==> src/hdl/lsu_pkg.sv <==
// Shared constants and types for the load/store control block
package lsu_pkg;
  localparam int XLEN = 32;
  // Instruction fields, bit 0 = least significant
  localparam int PRIM_MSB = 31;
  localparam int PRIM_LSB = 26;
  localparam int TGT_MSB = 25;
  localparam int TGT_LSB = 21;
  localparam int BASE_MSB = 20;
  localparam int BASE_LSB = 16;
  localparam int IDX_MSB = 15;
  localparam int IDX_LSB = 11;
  localparam int XO_MSB = 10;
  localparam int XO_LSB = 1;
  localparam logic [5:0] PRIM_OP_X = 6'h1f;
  localparam logic [9:0] XO_SPACE_WORD_A_LOAD = 10'h21e;
  localparam logic [9:0] XO_SPACE_WORD_A_STORE = 10'h29e;
  localparam logic [4:0] ZERO_BASE_FIELD = 5'h00;
  // Reservation granule: address bits below this index are ignored
  localparam int GRANULE_LSB = 5;
  localparam logic [XLEN-1:0] RESET_WORD = 32'h0000_0000;

  // Operation class handed over by the issue stage for non-diagnostic work
  typedef enum logic [2:0] {
    KIND_OTHER = 3'h0,
    KIND_LOAD = 3'h1,
    KIND_STORE = 3'h2,
    KIND_IO_BARRIER = 3'h3,
    KIND_FULL_SYNC = 3'h4,
    KIND_LOAD_RESERVE = 3'h5,
    KIND_STORE_COND = 3'h6
  } op_kind_t;

  typedef enum logic [2:0] {
    ST_IDLE = 3'b001,
    ST_SPACE_WORD_A = 3'b010,
    ST_BARRIER = 3'b100
  } lsu_state_t;
endpackage

==> src/hdl/resv_track.sv <==
// Load-reserve reservation holder with snoop cancellation
`timescale 1ns/1ps
module resv_track
  import lsu_pkg::*;
#(
  parameter int AW = XLEN,
  parameter int GLSB = GRANULE_LSB
) (
  input wire logic ref_clk,
  input wire logic reset_n,
  input wire logic set_resv,
  input wire logic [AW-1:0] set_addr,
  input wire logic clear_resv,
  input wire logic snoop_inval,
  input wire logic [AW-1:0] snoop_addr,
  output logic resv_valid_q
);
  logic [AW-1:GLSB] granule_q;
  logic snoop_hit;

  // Only a block-invalidate is presented here; a remote flush never reaches this port
  assign snoop_hit = snoop_inval && resv_valid_q && (snoop_addr[AW-1:GLSB] == granule_q);

  // A fresh reservation wins over a same-cycle cancel of the old one
  always_ff @(posedge ref_clk) begin
    if (!reset_n) begin
      resv_valid_q <= 1'b0;
    end else if (set_resv) begin
      resv_valid_q <= 1'b1;
    end else if (clear_resv || snoop_hit) begin
      resv_valid_q <= 1'b0;
    end
  end

  always_ff @(posedge ref_clk) begin
    if (!reset_n) begin
      granule_q <= '0;
    end else if (set_resv) begin
      granule_q <= set_addr[AW-1:GLSB];
    end
  end
endmodule

==> src/hdl/lsu_ctrl.sv <==
// Load/store control: diagnostic space access, storage barriers, atomics
//
// Function
// - Diagnostic load adds base (or zero for field 0) to index and loads that word.
// - Diagnostic store forms the same address and writes the source value there.
// - Diagnostic ops need the enable bit set and supervisor state, else illegal trap.
// - An undefined diagnostic address may end in a data storage trap instead.
// - Diagnostic ops never trap on alignment; low address bits pass through.
// - Ordering is weak; stores in one doubleword may merge outside this block.
// - The I/O barrier waits for an empty store queue and the L2 broadcast report.
// - Loads and stores after the I/O barrier are held until it completes.
// - The I/O barrier orders storage and translation work as one set.
// - The full sync waits for an empty store queue and an idle L2.
// - No instruction cache coherence is kept; software manages it.
// - Atomics act the same whatever the write-through attribute.
// - Store-conditional with a reservation stores even to a different address.
// - A remote block-invalidate to the granule cancels the reservation, a flush does not.
`timescale 1ns/1ps
module lsu_ctrl
  import lsu_pkg::*;
#(
  parameter int AW = XLEN,
  parameter int DW = XLEN
) (
  input wire logic ref_clk,
  input wire logic reset_n,
  input wire logic issue_valid,
  input wire logic [31:0] issue_instr,
  input wire op_kind_t issue_kind,
  input wire logic [AW-1:0] base_val,
  input wire logic [AW-1:0] index_val,
  input wire logic [DW-1:0] source_val,
  input wire logic space_word_a_enable_bit,
  input wire logic problem_state_bit,
  input wire logic space_word_a_ack,
  input wire logic space_word_a_undef,
  input wire logic [DW-1:0] space_word_a_rdata,
  input wire logic store_queue_empty,
  input wire logic l2_tlb_bcast_done,
  input wire logic l2_idle,
  input wire logic snoop_inval,
  input wire logic [AW-1:0] snoop_addr,
  output logic issue_ready_q,
  output logic illegal_instr_q,
  output logic dsi_q,
  output logic space_word_a_req_q,
  output logic space_word_a_we_q,
  output logic [AW-1:0] space_word_a_addr_q,
  output logic [DW-1:0] space_word_a_wdata_q,
  output logic wb_valid_q,
  output logic [4:0] wb_reg_q,
  output logic [DW-1:0] wb_data_q,
  output logic mem_req_q,
  output logic mem_we_q,
  output logic [AW-1:0] mem_addr_q,
  output logic [DW-1:0] mem_wdata_q,
  output logic barrier_done_q,
  output logic stcx_done_q,
  output logic stcx_pass_q,
  output logic resv_valid_q
);

  function automatic logic [AW-1:0] ea_calc(input logic [4:0] base_field,
                                            input logic [AW-1:0] base,
                                            input logic [AW-1:0] index);
    logic [AW-1:0] b;
    b = (base_field == ZERO_BASE_FIELD) ? '0 : base;
    return b + index;
  endfunction

  function automatic logic is_space_word_a(input logic [31:0] instr, input logic [9:0] xo);
    return (instr[PRIM_MSB:PRIM_LSB] == PRIM_OP_X) && (instr[XO_MSB:XO_LSB] == xo);
  endfunction

  lsu_state_t state_q, state_d;
  logic take, space_word_a_ld, space_word_a_st, space_word_a_hit, space_word_a_ok, bar_req, bar_met, bar_sync_q;
  logic is_mem, stcx_take, lwarx_take;
  logic [AW-1:0] ea;

  assign take = issue_valid && issue_ready_q;
  assign ea = ea_calc(issue_instr[BASE_MSB:BASE_LSB], base_val, index_val);
  assign space_word_a_ld = is_space_word_a(issue_instr, XO_SPACE_WORD_A_LOAD);
  assign space_word_a_st = is_space_word_a(issue_instr, XO_SPACE_WORD_A_STORE);
  assign space_word_a_hit = take && (space_word_a_ld || space_word_a_st);
  assign space_word_a_ok = space_word_a_enable_bit && !problem_state_bit;
  assign bar_req = take && !(space_word_a_ld || space_word_a_st)
                   && (issue_kind == KIND_IO_BARRIER || issue_kind == KIND_FULL_SYNC);
  // One barrier state orders storage and translation work together
  assign bar_met = store_queue_empty
                   && (bar_sync_q ? l2_idle : l2_tlb_bcast_done);
  assign lwarx_take = take && !(space_word_a_ld || space_word_a_st) && issue_kind == KIND_LOAD_RESERVE;
  assign stcx_take = take && !(space_word_a_ld || space_word_a_st) && issue_kind == KIND_STORE_COND;
  // Reservation test ignores the address and any write-through attribute
  assign is_mem = take && !(space_word_a_ld || space_word_a_st)
                  && (issue_kind == KIND_LOAD || issue_kind == KIND_STORE || lwarx_take
                      || (stcx_take && resv_valid_q));

  always_comb begin
    state_d = state_q;
    unique case (state_q)
      ST_IDLE: begin
        if (space_word_a_hit && space_word_a_ok) begin
          state_d = ST_SPACE_WORD_A;
        end else if (bar_req) begin
          state_d = ST_BARRIER;
        end
      end
      ST_SPACE_WORD_A: begin
        if (space_word_a_ack) begin
          state_d = ST_IDLE;
        end
      end
      ST_BARRIER: begin
        if (bar_met) begin
          state_d = ST_IDLE;
        end
      end
      default: state_d = ST_IDLE;
    endcase
  end

  always_ff @(posedge ref_clk) begin
    if (!reset_n) begin
      state_q <= ST_IDLE;
    end else begin
      state_q <= state_d;
    end
  end

  // Issue is refused while a diagnostic access or barrier is open
  always_ff @(posedge ref_clk) begin
    if (!reset_n) begin
      issue_ready_q <= 1'b0;
    end else begin
      issue_ready_q <= (state_d == ST_IDLE);
    end
  end

  always_ff @(posedge ref_clk) begin
    if (!reset_n) begin
      bar_sync_q <= 1'b0;
    end else if (bar_req) begin
      bar_sync_q <= (issue_kind == KIND_FULL_SYNC);
    end
  end

  always_ff @(posedge ref_clk) begin
    if (!reset_n) begin
      barrier_done_q <= 1'b0;
    end else begin
      barrier_done_q <= (state_q == ST_BARRIER) && bar_met;
    end
  end

  // Illegal check gates the request, so a trapped op touches nothing
  always_ff @(posedge ref_clk) begin
    if (!reset_n) begin
      illegal_instr_q <= 1'b0;
    end else begin
      illegal_instr_q <= space_word_a_hit && !space_word_a_ok;
    end
  end

  always_ff @(posedge ref_clk) begin
    if (!reset_n) begin
      space_word_a_req_q <= 1'b0;
    end else begin
      space_word_a_req_q <= (state_d == ST_SPACE_WORD_A);
    end
  end

  // Full address goes out unaligned as is; no alignment trap exists here
  always_ff @(posedge ref_clk) begin
    if (!reset_n) begin
      space_word_a_we_q <= 1'b0;
      space_word_a_addr_q <= RESET_WORD;
      space_word_a_wdata_q <= RESET_WORD;
      wb_reg_q <= ZERO_BASE_FIELD;
    end else if (space_word_a_hit && space_word_a_ok) begin
      space_word_a_we_q <= space_word_a_st;
      space_word_a_addr_q <= ea;
      space_word_a_wdata_q <= source_val;
      wb_reg_q <= issue_instr[TGT_MSB:TGT_LSB];
    end
  end

  always_ff @(posedge ref_clk) begin
    if (!reset_n) begin
      wb_valid_q <= 1'b0;
      wb_data_q <= RESET_WORD;
      dsi_q <= 1'b0;
    end else begin
      wb_valid_q <= space_word_a_req_q && space_word_a_ack && !space_word_a_undef && !space_word_a_we_q;
      dsi_q <= space_word_a_req_q && space_word_a_ack && space_word_a_undef;
      if (space_word_a_req_q && space_word_a_ack && !space_word_a_undef && !space_word_a_we_q) begin
        wb_data_q <= space_word_a_rdata;
      end
    end
  end

  // Stores leave unordered; merging within a doubleword happens in the store queue
  always_ff @(posedge ref_clk) begin
    if (!reset_n) begin
      mem_req_q <= 1'b0;
      mem_we_q <= 1'b0;
      mem_addr_q <= RESET_WORD;
      mem_wdata_q <= RESET_WORD;
    end else begin
      mem_req_q <= is_mem;
      if (is_mem) begin
        mem_we_q <= (issue_kind == KIND_STORE) || stcx_take;
        mem_addr_q <= ea;
        mem_wdata_q <= source_val;
      end
    end
  end

  always_ff @(posedge ref_clk) begin
    if (!reset_n) begin
      stcx_done_q <= 1'b0;
      stcx_pass_q <= 1'b0;
    end else begin
      stcx_done_q <= stcx_take;
      stcx_pass_q <= stcx_take && resv_valid_q;
    end
  end

  // Instruction cache snoops nothing from these stores; software flushes it
  resv_track #(.AW(AW), .GLSB(GRANULE_LSB)) u_resv_track (
    .ref_clk(ref_clk),
    .reset_n(reset_n),
    .set_resv(lwarx_take),
    .set_addr(ea),
    .clear_resv(stcx_take),
    .snoop_inval(snoop_inval),
    .snoop_addr(snoop_addr),
    .resv_valid_q(resv_valid_q)
  );
endmodule

==> config.mk <==
export PLATFORM = sky130hd
export DESIGN_NAME = lsu_ctrl
export DESIGN_NICKNAME = d
export VERILOG_FILES = /design/src/hdl/lsu_pkg.sv /design/src/hdl/resv_track.sv /design/src/hdl/lsu_ctrl.sv
export SDC_FILE = /design/constraint.sdc
export NUM_CORES = 1
export LEC_CHECK = 0
export BUFFER_PORTS_ARGS = -buffer_cell sky130_fd_sc_hd__buf_2
export CAP_MARGIN = 20
export CORE_MARGIN = 2
export CORE_UTILIZATION = 25
export CTS_CLUSTER_DIAMETER = 100
export CTS_CLUSTER_SIZE = 8
export DETAILED_ROUTE_END_ITERATION = 10
export PLACE_DENSITY = 0.56
export SLEW_MARGIN = 20
export SYNTH_ARGS = -nofsm -noshare
export SYNTH_HDL_FRONTEND = slang
export SYNTH_SLANG_ARGS = --single-unit
export TNS_END_PERCENT = 100
==> constraint.sdc <==
create_clock -name ref_clk -period 5.1 [get_ports ref_clk]
set_input_delay 0.765 -clock ref_clk [delete_from_list [all_inputs] [get_ports ref_clk]]
set_output_delay 0.765 -clock ref_clk [all_outputs]
set_load 0.02 [all_outputs]
==> summary by stage <==
Status
The flow ran to the end, and the final reports show no timing, DRC or antenna violations.

Clock network
Clock tree synthesis selected as its root buffer the cell sky130_fd_sc_hd__clkbuf_16. The number of sinks driven by the clock tree is 208. The number of clock buffers added by TritonCTS is 30. Counting along the longest clock path gives a buffer depth of 3. The maximum level of the CTS H-tree is 1. The number of hold buffers added after CTS was 0. After clock tree synthesis, the repair step resized 0 gates. After clock tree synthesis, the clock-pin slew on the worst setup and hold paths is 50 ps. For the worst-skew pair, the clock arrives at the later sink with an insertion delay of 580 ps. The clock tree from TritonCTS is built. The number of post-CTS setup repair buffers is 0.

STA
Derived from the worst setup path, the maximum achievable clock frequency is 230 MHz. On the final layout, the worst hold slack is 432 ps. The number of hold violations in the final report is 0. The final number of setup-violating endpoints is 0. The max-slew violation count was 0. The worst relative slew slack is 0.343.

Dividing the final minimum period by the clock period gives 0.853. The pin slew with the least headroom to its limit is 985 ps. On the final layout, the worst clock skew is 17.8 ps. Summed over all failing endpoints, the final setup total negative slack is 0 ps.

The routed design could run at a clock period as short as 4350 ps. Setup repair after global routing left no endpoint under its margin.

Layout
The post-route core utilization is 0.338. The filler cell count in the final layout is 4091. The post-synthesis to final-layout area growth is 33.7%. Of the cells placed in the final design, the portion with a size suffix greater than 1 is 0.283. The net count of the finished layout is 1786.

Place
Detailed placement finished with a half-perimeter wire length of 25400 µm. The port buffer count is 371. The global placer's final weighted congestion is 0.846.

Global route
The global-route congestion overflow total is 0. The number of antenna violations at the first check in global routing is 11. The via count of the first global-routing pass is 8947. The global-route wire length before repair is 50400 µm. The total routing resource utilization after global routing is 0.164.

Entering global routing, the biggest net connects 117 pins.

Floorplan
The die is 199 µm wide. The die covers 39500 µm². The floorplan core area is 37500 µm².

The floorplan has 71 rows. The floorplan step set the die height to 199 µm. In this run the count of I/O pins placed on the die edge is 383.

For this configuration, the core starts out at a cell density of 0.253.

Critical path
The worst setup slack for register-to-register paths is 2660 ps. The most repeated library cell on the critical path is sky130_fd_sc_hd__a21oi_1. The endpoint identified for the worst register-to-register timing path is mem_wdata_q[0]. Among all stages on the critical path, the largest delay is contributed by sky130_fd_sc_hd__or4_1.

The startpoint type of the worst setup path is an input pin. The signal arrival time at the worst endpoint is 4830 ps. The class of the most critical setup path is input pin to register. The signal on the critical path passes through buf_2 > or4_1 > nor2_2 > buf_4 > nor2b_1 > ha_1 > a21o_1 > a221oi_1 > nand2_1 > a21oi_1 > o21bai_1 > a21oi_1 > nand4_1 > o221ai_1. The count of cells along the worst register-to-register path is 6. The endpoint kind of the worst setup timing path is a register.

The startpoint of the most critical register-to-register path is u_resv_track.resv_valid_q. The worst stage delay on the critical path is 550 ps. STA puts the critical path data required time at 5580 ps. The biggest fanout along the worst timing path is 29.

Synthesis
Counting flops and latches in the post-synthesis netlist gives 208. The most instantiated library cell after synthesis is sky130_fd_sc_hd__nand2_1. The synthesized area divided by synthesized cell count is 7.84 µm². After synthesis the cells add up to 9480 µm². Yosys mapped a number of flops with a built-in enable equal to 0. The number of nets produced by synthesis is 1447. The share of synthesized flip-flops with an asynchronous set or reset is 0. The number of cells produced by synthesis is 1209.

By area the synthesized netlist is led by sky130_fd_sc_hd__dfxtp_1 (44%), sky130_fd_sc_hd__nand2_1 (13%), sky130_fd_sc_hd__a21oi_1 (9.5%), sky130_fd_sc_hd__ha_1 (4.1%), sky130_fd_sc_hd__xnor2_1 (3.0%). The number of warnings printed during yosys synthesis is 0. The share of the yosys chip area belonging to registers is 0.439. The commonest cells after synthesis are sky130_fd_sc_hd__nand2_1 (336), sky130_fd_sc_hd__dfxtp_1 (208), sky130_fd_sc_hd__a21oi_1 (179).

The count of different cell masters after synthesis is 60. The main flop type after synthesis is sky130_fd_sc_hd__dfxtp_1. The largest area contributor in the synthesized netlist is sky130_fd_sc_hd__dfxtp_1.

The proportion of netlist area held by the largest area contributor is 0.439.

Detailed routing
The routed wire length is 34400 µm. The total via count in the routed design is 9648. The number of remaining DRC errors is 0. Dividing the detail-routed wire length by the instance count gives 16.7 µm. The detailed-route vias per instance is 4.67. The post-route antenna net violation count is 0. For this run, the detailed router's first-pass iteration total came to 4.

The violation count after the first detailed-route iteration is 463.

Run
The number of maximum-capacitance violations is 0.

Hold path
For hold timing, the worst endpoint is wb_data_q[10]. The worst hold path stage count is 3. The class of the most critical hold timing path is input pin to register. The hold path startpoint is space_word_a_rdata[10].

Power
The leakage power total is 0.00538 µW. VDD sags by at most 235 µV. In this run the power density over the cells is 317 nW/µm².
==> worst max-delay path, delay by kind of cell <==
kind | cells | cell delay, ps
adders and majority gates | 1 | 350
buffers and inverters | 2 | 420
AOI/OAI and AO/OA | 6 | 2040
and+or+nand+nor | 5 | 1240
==> layout make-up <==
| class | count | area, µm² | area share |
|---|---|---|---|
| clock inverters | 2 | 38.8 | 0.00306 |
| multi-input cells | 911 | 5020 | 0.396 |
| clock buffers | 31 | 764 | 0.0603 |
| repair buffers | 384 | 1980 | 0.156 |
| diodes | 8 | 20.0 | 0.00158 |
| well taps | 511 | 639 | 0.0504 |
| inverters | 13 | 51.3 | 0.00405 |
| flip-flops and latches | 208 | 4160 | 0.328 |
==> metal layers <==
layer,track usage,share of wire
met2,0.275,0.47
met4,0.0547,0.025
met5,0,0.00076
met3,0.0414,0.078
met1,0.206,0.42
==> logic make-up after synthesis <==
| family | share of synthesized area |
|---|---|
| buffers and inverters | 0.0358 |
| xor gates and xnor gates | 0.0471 |
| muxes | 0.00224 |
| and+or+nand+nor | 0.249 |
| DFF | 0.439 |
| adders and majority gates | 0.0430 |
| AOI/OAI and AO/OA | 0.183 |
==> placed cells by master, fill, tap and decap left out, types with 30 or more instances in the layout <==
master | netlist | routed
sky130_fd_sc_hd__ha_1 | 31 | 31
sky130_fd_sc_hd__dfxtp_1 | 208 | 208
sky130_fd_sc_hd__xnor2_1 | 33 | 33
sky130_fd_sc_hd__a21oi_1 | 179 | 178
sky130_fd_sc_hd__nor2b_1 | 36 | 35
sky130_fd_sc_hd__clkbuf_16 | 0 | 30
sky130_fd_sc_hd__buf_2 | 1 | 371
sky130_fd_sc_hd__nand2_1 | 336 | 335
sky130_fd_sc_hd__nand3_1 | 41 | 41
sky130_fd_sc_hd__o21ai_0 | 37 | 37
sky130_fd_sc_hd__nor2_1 | 34 | 33
==> how the worst max path moves through the flow <==
stage,slack (ps),endpoint,from,cells after the start
floorplan,940,mem_addr_q[29],issue_instr[19],14
global placement,230,u_resv_track.granule_q[30],issue_instr[19],14
detailed placement,190,u_resv_track.granule_q[30],issue_instr[19],14
CTS,770,space_word_a_addr_q[30],issue_instr[19],14
global route,380,space_word_a_addr_q[30],issue_instr[19],14
finish,750,space_word_a_addr_q[30],issue_instr[19],14
==> flip-flops by register name, indices dropped and copies added, names as in the netlist <==
register                   cells
u_resv_track.resv_valid_q      1
wb_valid_q                     1
space_word_a_we_q              1
issue_ready_q                  1
barrier_done_q                 1
mem_we_q                       1
stcx_pass_q                    1
state_q                        3
stcx_done_q                    1
space_word_a_addr_q           32
mem_req_q                      1
space_word_a_req_q             1
wb_reg_q                       5
u_resv_track.granule_q        27
wb_data_q                     32
mem_wdata_q                   32
bar_sync_q                     1
illegal_instr_q                1
dsi_q                          1
space_word_a_wdata_q          32
mem_addr_q                    32
==> power by group <==
part	switching [µW]	internal (µW)
Clock	735	1050
Combinational	353	214
Sequential	14.9	1650
==> metrics by stage <==
stage	area [µm²]	setup slack (ps)	cells	power (µW)
4_1_cts	12700	773	2060	4060
3_5_place_dp	11900	192	2027	2270
3_3_place_gp	11900	232	2027	2260
2_1_floorplan	9480	940	1209	2040
6_report	12700	749	2068	4020
5_1_grt	12700	379	2067	4190
(Power assumes the default switching activity.)
